$ cat config.mk
export PLATFORM = sky130hd
export DESIGN_NAME = pcs_tx_code_group_mapper
export DESIGN_NICKNAME = d
export VERILOG_FILES = /design/src/verilog/pcs_tx_pkg.sv /design/src/verilog/code_group_encoder.sv /design/src/verilog/pcs_tx_code_group_mapper.sv
export SDC_FILE = /design/constraint.sdc
export NUM_CORES = 1
export LEC_CHECK = 0
export BUFFER_PORTS_ARGS = -buffer_cell sky130_fd_sc_hd__buf_2
export CORE_MARGIN = 3
export CORE_UTILIZATION = 63
export CTS_CLUSTER_DIAMETER = 50
export DETAILED_ROUTE_END_ITERATION = 12
export HOLD_SLACK_MARGIN = 0.02
export PLACE_DENSITY_LB_ADDON = 0.12
export SLEW_MARGIN = 20
export SYNTH_ARGS = -nofsm -noshare
export SYNTH_HDL_FRONTEND = slang
export SYNTH_SLANG_ARGS = --single-unit
$ cat constraint.sdc
create_clock -name sys_clk -period 17 [get_ports sys_clk]
set_input_delay 0.85 -clock sys_clk [delete_from_list [all_inputs] [get_ports sys_clk]]
set_output_delay 0.85 -clock sys_clk [all_outputs]
set_load 0.01 [all_outputs]
$ cat src/verilog/pcs_tx_pkg.sv
// Shared constants and carriers for the transmit code-group mapper.
// Assumes a single transmit parallel clock; no software registers.
package pcs_tx_pkg;

    // ------------------------------------------------------------
    // Character bytes (XGMII and 8b/10b special bytes)
    // ------------------------------------------------------------
    localparam logic [7:0] K28_0_BYTE  = 8'h1c;
    localparam logic [7:0] K28_3_BYTE  = 8'h7c;
    localparam logic [7:0] K28_5_BYTE  = 8'hbc;
    localparam logic [7:0] XGMII_IDLE  = 8'h07;
    localparam logic [7:0] XGMII_SEQ   = 8'h9c;
    localparam logic [7:0] XGMII_START = 8'hfb;
    localparam logic [7:0] XGMII_TERM  = 8'hfd;
    localparam logic [7:0] ERROR_BYTE  = 8'hfe;

    // ------------------------------------------------------------
    // Timing counts and reset values
    // ------------------------------------------------------------
    localparam logic [1:0] COMMA_COUNT   = 2'h3;
    localparam logic [3:0] ALIGN_PERIOD  = 4'h0;
    localparam logic [9:0] CODE_RESET    = 10'h000;
    localparam logic       RD_RESET      = 1'b0;

    // ------------------------------------------------------------
    // Carriers
    // ------------------------------------------------------------
    typedef struct packed {
        logic       ctl;
        logic [7:0] dat;
    } xgmii_char_t;

    typedef struct packed {
        logic [9:0] code;
        logic       rd;
    } line_sym_t;

endpackage : pcs_tx_pkg

$ cat src/verilog/code_group_encoder.sv
// Combinational 8b/10b encoder for one byte.
// Caller holds running disparity; code bit 9 is line bit a (sent first).
`timescale 1ns/1ns
module code_group_encoder
    import pcs_tx_pkg::*;
(
    // Byte in
    input  wire logic [7:0] byte_in,
    input  wire logic       k_in,
    input  wire logic       rd_in,
    // Code group out
    output line_sym_t       sym_out
);

    // ------------------------------------------------------------
    // Negative-disparity tables
    // ------------------------------------------------------------
    function automatic logic [5:0] sixb_neg(input logic [4:0] x);
        logic [5:0] t;
        t = 6'h00;
        case (x)
            5'd0:    t = 6'b100111;
            5'd1:    t = 6'b011101;
            5'd2:    t = 6'b101101;
            5'd3:    t = 6'b110001;
            5'd4:    t = 6'b110101;
            5'd5:    t = 6'b101001;
            5'd6:    t = 6'b011001;
            5'd7:    t = 6'b111000;
            5'd8:    t = 6'b111001;
            5'd9:    t = 6'b100101;
            5'd10:   t = 6'b010101;
            5'd11:   t = 6'b110100;
            5'd12:   t = 6'b001101;
            5'd13:   t = 6'b101100;
            5'd14:   t = 6'b011100;
            5'd15:   t = 6'b010111;
            5'd16:   t = 6'b011011;
            5'd17:   t = 6'b100011;
            5'd18:   t = 6'b010011;
            5'd19:   t = 6'b110010;
            5'd20:   t = 6'b001011;
            5'd21:   t = 6'b101010;
            5'd22:   t = 6'b011010;
            5'd23:   t = 6'b111010;
            5'd24:   t = 6'b110011;
            5'd25:   t = 6'b100110;
            5'd26:   t = 6'b010110;
            5'd27:   t = 6'b110110;
            5'd28:   t = 6'b001110;
            5'd29:   t = 6'b101110;
            5'd30:   t = 6'b011110;
            default: t = 6'b101011;
        endcase
        return t;
    endfunction : sixb_neg

    function automatic logic [3:0] fourb_neg(input logic [2:0] y, input logic alt);
        logic [3:0] t;
        t = 4'h0;
        case (y)
            3'd0: t = 4'b1011;
            3'd1: t = 4'b1001;
            3'd2: t = 4'b0101;
            3'd3: t = 4'b1100;
            3'd4: t = 4'b1101;
            3'd5: t = 4'b1010;
            3'd6: t = 4'b0110;
            default: t = alt ? 4'b0111 : 4'b1110;
        endcase
        return t;
    endfunction : fourb_neg

    // ------------------------------------------------------------
    // Disparity selection
    // ------------------------------------------------------------
    logic [4:0] x;
    logic [2:0] y;
    logic       k28;
    logic [5:0] six;
    logic [3:0] four;
    logic       rd_mid;
    logic       alt7;

    always_comb begin
        x      = byte_in[4:0];
        y      = byte_in[7:5];
        k28    = k_in && (x == 5'd28);
        six    = k28 ? 6'b001111 : sixb_neg(x);
        // D.7 is balanced yet still alternates with disparity
        if (rd_in && (($countones(six) != 3) || (!k28 && x == 5'd7))) begin
            six = ~six;
        end
        rd_mid = rd_in ^ ($countones(six) != 3);
        // Alternate x.7 avoids a run of five across the i/f sub-block boundary
        alt7   = k_in || (!rd_mid && (x == 5'd17 || x == 5'd18 || x == 5'd20))
                      || (rd_mid && (x == 5'd11 || x == 5'd13 || x == 5'd14));
        four   = fourb_neg(y, alt7);
        if (rd_mid && (($countones(four) != 2) || y == 3'd3)) begin
            four = ~four;
        end else if (k28 && !rd_mid && ($countones(four) == 2) && y != 3'd3) begin
            four = ~four;
        end
        sym_out.code = {six, four};
        sym_out.rd   = rd_mid ^ ($countones(four) != 2);
    end

endmodule : code_group_encoder

$ cat src/verilog/pcs_tx_code_group_mapper.sv
// Transmit code-group mapper: start-up commas and XGMII to 10-bit mapping.
// Assumes fabric logic on sys_clk drives the character stream directly.
//
// Contract
// - Gigabit mode: three K28.5 after reset release
// - XAUI data bytes encode as data groups
// - Idle in I context becomes K28.0/3/5
// - Idle in T context becomes K28.5
// - 9C, FB, FD map to K28.4, K27.7, K29.7
`timescale 1ns/1ns
module pcs_tx_code_group_mapper
    import pcs_tx_pkg::*;
(
    // Clock and reset
    input  wire logic         sys_clk,
    input  wire logic         rst_b,
    // Mode
    input  wire logic         gigabit_ethernet_mode,
    // Character stream from fabric
    input  wire xgmii_char_t  char_in,
    input  wire logic         char_valid,
    output logic              char_ready_r,
    // Serial-side code group
    output logic [9:0]        code_r,
    output logic              rd_r
);

    // ------------------------------------------------------------
    // State
    // ------------------------------------------------------------
    typedef enum logic [0:0] {
        ST_COMMA,
        ST_RUN
    } tx_state_t;

    tx_state_t  state_r;
    tx_state_t  state_nxt;
    logic [1:0] comma_cnt_r;
    logic [1:0] comma_cnt_nxt;
    logic       ready_nxt;
    logic       after_term_r;
    logic       after_term_nxt;
    logic [3:0] idle_cnt_r;
    logic [3:0] idle_cnt_nxt;
    logic [9:0] code_nxt;
    logic       rd_nxt;

    logic       take;
    logic [7:0] enc_byte;
    logic       enc_k;
    line_sym_t  enc_sym;

    // ------------------------------------------------------------
    // Idle selection in I context
    // ------------------------------------------------------------
    // Periodic K28.3 lets the far end align lanes; others alternate
    function automatic logic [7:0] idle_pick(input logic [3:0] cnt);
        logic [7:0] b;
        b = K28_5_BYTE;
        if (cnt == ALIGN_PERIOD) begin
            b = K28_3_BYTE;
        end else if (cnt[0]) begin
            b = K28_0_BYTE;
        end
        return b;
    endfunction : idle_pick

    assign take = char_ready_r && char_valid;

    // ------------------------------------------------------------
    // Next-state and character selection
    // ------------------------------------------------------------
    always_comb begin
        state_nxt      = state_r;
        comma_cnt_nxt  = comma_cnt_r;
        ready_nxt      = char_ready_r;
        after_term_nxt = after_term_r;
        idle_cnt_nxt   = idle_cnt_r + 4'h1;
        enc_byte       = K28_5_BYTE;
        enc_k          = 1'b1;
        case (state_r)
            ST_COMMA: begin
                enc_byte = K28_5_BYTE;
                enc_k    = 1'b1;
                if (!gigabit_ethernet_mode) begin
                    state_nxt = ST_RUN;
                    ready_nxt = 1'b1;
                end else begin
                    comma_cnt_nxt = comma_cnt_r + 2'h1;
                    // User data held off until the last comma is out
                    if (comma_cnt_r == COMMA_COUNT - 2'h1) begin
                        state_nxt = ST_RUN;
                        ready_nxt = 1'b1;
                    end
                end
            end
            ST_RUN: begin
                if (!take) begin
                    // No character offered: keep the line in idle
                    enc_byte = gigabit_ethernet_mode ? K28_5_BYTE : idle_pick(idle_cnt_r);
                    enc_k    = 1'b1;
                end else if (gigabit_ethernet_mode) begin
                    enc_byte = char_in.dat;
                    enc_k    = char_in.ctl;
                end else if (!char_in.ctl) begin
                    enc_byte       = char_in.dat;
                    enc_k          = 1'b0;
                    after_term_nxt = 1'b0;
                end else begin
                    enc_k          = 1'b1;
                    after_term_nxt = (char_in.dat == XGMII_TERM);
                    case (char_in.dat)
                        XGMII_IDLE: begin
                            if (after_term_r) begin
                                enc_byte = K28_5_BYTE;
                            end else begin
                                enc_byte = idle_pick(idle_cnt_r);
                            end
                        end
                        // Control bytes share their value with the K code
                        XGMII_SEQ:   enc_byte = XGMII_SEQ;
                        XGMII_START: enc_byte = XGMII_START;
                        XGMII_TERM:  enc_byte = XGMII_TERM;
                        default:     enc_byte = ERROR_BYTE;
                    endcase
                end
            end
            default: begin
                state_nxt = ST_COMMA;
                ready_nxt = 1'b0;
            end
        endcase
        code_nxt = enc_sym.code;
        rd_nxt   = enc_sym.rd;
    end

    code_group_encoder u_enc (
        .byte_in (enc_byte),
        .k_in    (enc_k),
        .rd_in   (rd_r),
        .sym_out (enc_sym)
    );

    // ------------------------------------------------------------
    // Registers
    // ------------------------------------------------------------
    always_ff @(posedge sys_clk) begin
        if (!rst_b) begin
            state_r      <= ST_COMMA;
            comma_cnt_r  <= 2'h0;
            char_ready_r <= 1'b0;
            after_term_r <= 1'b0;
            idle_cnt_r   <= 4'h0;
            code_r       <= CODE_RESET;
            rd_r         <= RD_RESET;
        end else begin
            state_r      <= state_nxt;
            comma_cnt_r  <= comma_cnt_nxt;
            char_ready_r <= ready_nxt;
            after_term_r <= after_term_nxt;
            idle_cnt_r   <= idle_cnt_nxt;
            code_r       <= code_nxt;
            rd_r         <= rd_nxt;
        end
    end

    // ------------------------------------------------------------
    // Assertions
    // ------------------------------------------------------------
    property p_comma_first;
        @(posedge sys_clk) disable iff (!rst_b)
        ($rose(rst_b) && gigabit_ethernet_mode)
            |=> ((code_r inside {10'h0fa, 10'h305}) && !char_ready_r) [*2]
                ##1 ((code_r inside {10'h0fa, 10'h305}) && char_ready_r);
    endproperty
    a_comma_first: assert property (p_comma_first)
        else $error("start-up comma sequence wrong");

    property p_data_map;
        @(posedge sys_clk) disable iff (!rst_b)
        (take && !gigabit_ethernet_mode && !char_in.ctl && char_in.dat == 8'h00)
            |=> (code_r inside {10'h274, 10'h18b});
    endproperty
    a_data_map: assert property (p_data_map)
        else $error("data byte not mapped to data group");

    property p_idle_i;
        @(posedge sys_clk) disable iff (!rst_b)
        (take && !gigabit_ethernet_mode && char_in.ctl && char_in.dat == XGMII_IDLE
            && !after_term_r)
            |=> ((code_r[9:4] inside {6'b001111, 6'b110000})
                && (code_r[3:0] inside {4'h4, 4'hb, 4'h3, 4'hc, 4'ha, 4'h5}));
    endproperty
    a_idle_i: assert property (p_idle_i)
        else $error("idle in I context badly coded");

    property p_idle_t;
        @(posedge sys_clk) disable iff (!rst_b)
        (take && !gigabit_ethernet_mode && char_in.ctl && char_in.dat == XGMII_TERM)
            ##1 (take && char_in.ctl && char_in.dat == XGMII_IDLE)
            |=> (code_r inside {10'h0fa, 10'h305});
    endproperty
    a_idle_t: assert property (p_idle_t)
        else $error("idle after terminate not K28.5");

    property p_ctrl_map;
        @(posedge sys_clk) disable iff (!rst_b)
        (take && !gigabit_ethernet_mode && char_in.ctl)
            |=> ($past(char_in.dat) == XGMII_SEQ   -> code_r inside {10'h0f2, 10'h30d})
             && ($past(char_in.dat) == XGMII_START -> code_r inside {10'h368, 10'h097})
             && ($past(char_in.dat) == XGMII_TERM  -> code_r inside {10'h2e8, 10'h117});
    endproperty
    a_ctrl_map: assert property (p_ctrl_map)
        else $error("control character mapped wrongly");

    property p_disparity;
        @(posedge sys_clk) disable iff (!rst_b)
        $past(rst_b) |-> (($countones(code_r) inside {4, 5, 6})
            && (rd_r == ($past(rd_r) ^ ($countones(code_r) != 5)))
            && ($countones(code_r) == 5 || rd_r == ($countones(code_r) == 6)));
    endproperty
    a_disparity: assert property (p_disparity)
        else $error("running disparity broken");

endmodule : pcs_tx_code_group_mapper

# After elaboration in Yosys (flattened, before gate mapping)

Memory sizes are Yosys's and may differ from the RTL's.
Index checks and enable logic that the tools add are counted.

Flip-flop bits (word level): 20
Memory bits (read-only): 192
Bits of input ports: 13
Output and inout bits: 12
Word-level logic and storage cells: 108
Memories kept: 1

Add/subtract/negate cells: 18
Equality and inequality tests: 26
Mux-type cells: 25
Bitwise gates (word level): 6
Reduce and logical (&&, ||, !) cells: 25

Memory list:

| name             | depth | bits a word | read ports | clocked after Yosys merged registers in | write ports | line                     | RTL |
|---|---|---|---|---|---|---|---|
| (name not given) | 32    | 6           | 1          | 0                                       | 0           | code_group_encoder.sv:21 | `case (x)` |

Operators by type and width:

| cell                  | count |
|---|---|
| $add A32 B32 Y32      | 6 |
| $ne A32 B3 Y1 const B | 4 |
| $mux W8               | 7 |
| $eq A32 B3 Y1 const B | 1 |
| $pmux W8 S4           | 1 |
| $pmux W4 S7           | 1 |
| $eq A8 B8 Y1 const B  | 3 |
| $add A1 B1 Y2         | 10 |
| $eq A5 B5 Y1 const B  | 4 |
| $pmux W8 S2           | 1 |
| $eq A5 B4 Y1 const B  | 3 |
| $mux W4               | 3 |
| $mux W6               | 2 |
| $logic_and A1 B1 Y1   | 10 |
| $eq A3 B3 Y1 const B  | 3 |
| $mux W1               | 9 |
| $eq A8 B3 Y1 const B  | 1 |
| $logic_or A1 B1 Y1    | 8 |
| $eq A3 B2 Y1 const B  | 2 |
| $not A6 Y6            | 1 |
| $eq A5 B3 Y1 const B  | 1 |
| $add A4 B1 Y4 const B | 1 |
| $logic_not A4 Y1      | 1 |
| $not A4 Y4            | 1 |
| 12 further kinds      | 16 |

# Depth between registers and ports, before layout

Depth in word-level cells: 40
Depth in mapped cells: 39
Depth with buffers taken out: 38

# Cells and area by module

Synthesis repeated with hierarchy kept, for this count alone.

Cells, all modules: 240
Area, all modules: 1,979.4 um2

By module, submodules not included:

| module                   | instances | cells each | area each (um2) | sequential area each (um2) |
|---|---|---|---|---|
| code_group_encoder       | 1         | 133        | 1,014.7         | 0.0 |
| pcs_tx_code_group_mapper | 1         | 107        | 964.7           | 400.4 |

# Worst setup path before layout

Ideal clock, no wire load.

Kind: input-to-reg
From: input char_in[2] in the netlist's numbering
To: register rd_r
Setup time: 0.115 ns
Arrival time: 9.928 ns
Required time: 16.885 ns
Path slack: 6.957 ns
Stages on the path: 38
Buffers on the path: 1
Cell sequence: buf_4 or3b_1 or2_4 o21ai_0 a211o_1 ha_1 o211ai_1 a311o_1 o211ai_1 inv_1 ha_1 fa_1 ha_1 nand2_1 o41ai_2 or2_2 o21ai_1 fa_1 (+2 left out) xnor2_1 mux2i_1 nor4_1 a211o_1 a21boi_0 inv_1 ha_1 ha_1 fa_1 nand2_1 a31oi_4 mux2i_2 mux2i_1 a31oi_1 fa_1 nor3b_1 xnor2_1 and2_1

Word-level cells in the longest chain between the ends: 38
Elaborated cells on any way between the ends: 76
Classes of those cells: add/sub (16); eq/ne (24); mux (11); bitwise (4); reduce/logical (20); memory (1)

RTL lines:

| element                                                                   | line                            | RTL |
|---|---|---|
| from (decl)                                                               | pcs_tx_code_group_mapper.sv:20  | `input wire xgmii_char_t char_in,` |
| $eq A8 B8 Y1 / $eq A8 B3 Y1 (equally long branches)                       | pcs_tx_code_group_mapper.sv:112 | `case (char_in.dat)` |
| $pmux W8 S4                                                               | pcs_tx_code_group_mapper.sv:112 |  |
| $mux W8                                                                   | pcs_tx_code_group_mapper.sv:105 | `end else if (!char_in.ctl) begin` |
| $mux W8 (*)                                                               | pcs_tx_code_group_mapper.sv:102 | `end else if (gigabit_ethernet_mode) begin` |
| $mux W8 (*)                                                               | pcs_tx_code_group_mapper.sv:98  | `if (!take) begin` |
| $pmux W8 S2 (*)                                                           | pcs_tx_code_group_mapper.sv:81  | `case (state_r)` |
| parallel branches: the longest is 31 deep, another holds $add A32 B32 Y32 | --                              |  |
| $xor A1 B1 Y1 (*)                                                         | code_group_encoder.sv:105       | `sym_out.rd = rd_mid ^ ($countones(four) != 2);` |
| to (signal assigned)                                                      | pcs_tx_code_group_mapper.sv:163 | `rd_r <= rd_nxt;` |
| to (decl)                                                                 | pcs_tx_code_group_mapper.sv:25  | `output logic rd_r` |

Mark *: on every way between the ends.
A chain may end at the register's enable or synchronous reset.

# Final worst setup path

Same ends and word-level chain as after synthesis.

==> impl_metrics.ini <==
[run_status]
status = finished, final reports clean

[clock_tree]
ctsHoldBuffers = 0
htreeDepth = 1
cts.reportedPaths.clkPinSlew_ns = 0.09
cts_made_buffers = 3
postCtsSetupBuffers = 0
root_buffer = clkbuf_4
insertion_delay_ns = 0.29
cts_resized = 0
cts_tree = done
cts_buffer_depth = 2
clkSinkCount = 20

[sta]
maxSlewViolCount = 0
rsz0062_at_grt = no
setup_tns_ns = 0
finalHoldViolations = 0
fin_crit_sh_pct = 64.97
tightest_slew_ns = 0.8661
layout_min_cycle_time_ns = 11.05
finalClockSkew_ns = 0.0009234
fmax_mhz = 90.54
setup_viol = 0
timing.slew.headroom_pct = 41.63

[hold_path]
hp-class = register to register
holdPathStages = 1
hp-start = comma_cnt_r[1]

[logic_synthesis]
yosys_warnings = 0
synth.distinct_cells = 62
syn_area_mm2 = 0.002029
synth_edf_count = 0
syn_nets = 282
synthArstFlopShare_pct = 0
yosys_register_bits = 20
synthTopCellsByArea = dfxtp_1, ha_1, fa_1
syn-mean-instance-area_um2 = 8.283
syn_inst = 245
ys.flop_type = dfxtp_1
yosys.area.top_type_share_pct = 19.73
ys_seq_area_share_pct = 19.73
synth_top_area_cell = dfxtp_1

[detailed_routing]
wirelength_mm = 4.727
drtIter0Drc = 114
vias = 1901
drtAntennaViolNets = 0
routed_via_density = 6.295
wl_per_cell_um = 15.65
drc = 0
drt_first_pass_iters = 5

[worst_setup_path]
worstPathMaxFanout = 9
crit_top_cell = ha_1
slowest_stage = o41ai_2
cp.arrival_ns = 11.24
worstSetupPathType = primary input to register
crit_required_ns = 17.20
critPathCaptureType = register
rr_startpoint = state_r
cp-endpoint = rd_r
slowest_delay_ns = 0.77
crit_path_start_kind = primary input
worstReg2RegEnd = rd_r
r2r_cells = 34
rrSetupSlack_ns = 6.38
crit_path_start = char_in[2]

[die]
die_area_mm2 = 0.003938
core_area_mm2 = 0.002900
ios = 25
dieHeight_um = 62.76
fp.dieW_um = 62.76
rows = 19
start_util_pct = 69.97

[flow_run]
max-cap-violations = 0

[power_and_ir_drop]
leakagePower_nw = 0.9384
powerDensity_mw_per_mm2 = 83.04
ir_worst_vdd_mv = 0.04751

[grt]
grt_pass1_vias = 1713
antenna_found_initial = 0
grt_max_degree = 23
grt_pass1_wl_mm = 7.955
track_usage_pct = 24.60
overflow = 0

[placement]
dp_hpwl_mm = 3.753
portBuffers = 24
place_congestion = 0.9091
post_dp_cell_area_mm2 = 0.002137
dp.cells = 299

[layout]
fin_area_mm2 = 0.002160
num-nets-final = 299
diodes = 0
area_growth_pct = 6.412
final_core_util_pct = 74.46
instances_no_fill = 302
layout_commonest_cell = buf_2
layout-drive-gt1-share_pct = 15.38
final_cell_mix = buf_2, dfxtp_1, ha_1, nand2_1, o21ai_0
==> final cells by class <==
cell class | count | area, um2
flip-flops and latches | 20 | 400.4
multi-input cells | 200 | 1515
clock buffers | 3 | 22.52
fillers | 237 | 740.7
inverters | 13 | 48.80
well taps | 42 | 52.55
repair buffers | 24 | 120.1
==> cells in the mapped netlist (all sizes together) (4+ instances only) <==
cell type and count:
a21boi 6, dfxtp 20, a21oi 8, xnor2 11, nor3 9, nor2b 4, nor4 5, mux2i 5
nor2 11, and3 5, nand3 12, buf 4, inv 13, a31oi 4, and2 12, clkbuf 8
nand2 18, fa 5, o21ai 18, ha 19
==> worst min-delay path by stage <==
stage,slack (ns),end
2_1_floorplan,0.45,idle_cnt_r[0]
3_3_place_gp,0.48,idle_cnt_r[0]
3_5_place_dp,0.50,comma_cnt_r[1]
4_1_cts,0.52,comma_cnt_r[1]
5_1_grt,0.54,comma_cnt_r[1]
6_report,0.52,comma_cnt_r[1]
==> flip-flops by register name, summed over array words and instances, names as in the netlist <==
| signal | flops |
|---|---|
| after_term_r | 1 |
| char_ready_r | 1 |
| code_r | 10 |
| comma_cnt_r | 2 |
| idle_cnt_r | 4 |
| rd_r | 1 |
| state_r | 1 |
==> per-stage QoR <==
step | hold WS [ns] | power, mW | worst slack [ns]
floorplan | 0.4482 | 0.1335 | 6.957
CTS | 0.5218 | 0.1799 | 6.018
finish | 0.5202 | 0.1793 | 5.955
global route | 0.5401 | 0.1937 | 5.172
global placement | 0.4771 | 0.1541 | 5.940
detailed placement | 0.4988 | 0.1594 | 5.744
==> worst max-delay path, delay by kind of cell <==
family | cells | cell delay [ns]
AO/OA/AOI/OAI | 12 | 3.08
buffers and inverters | 2 | 0.33
AND/OR/NAND/NOR | 10 | 2.11
multiplexers | 3 | 0.98
XOR/XNOR | 2 | 0.45
adder cells (fa/ha/maj) | 10 | 3.44
==> report_power, final <==
part / internal, mW / switching, mW / total [mW]
registers: 0.0570 / 0.00479 / 0.0618
logic: 0.0434 / 0.0533 / 0.0967
clock network: 0.00825 / 0.0126 / 0.0208
==> metal layers <==
metal	track usage, %	up-vias	share of wire, %
met5	0	-	0
met4	6.887	0	1.7
li1	-	921	-
met3	2.338	9	8.7
met1	33.85	874	44
met2	40.88	97	45
==> logic make-up (layout without fill, tap and decap cells) <==
group	Yosys count	count (layout)	synth area share (%)
xor+xnor	13	13	5.610
fa+ha+maj	25	25	17.20
mux	6	6	3.206
buf+inv	25	40	5.610
compound gates	61	61	22.38
simple gates	95	95	26.26
flops	20	20	19.73
Power figures use the tool's default switching activity.
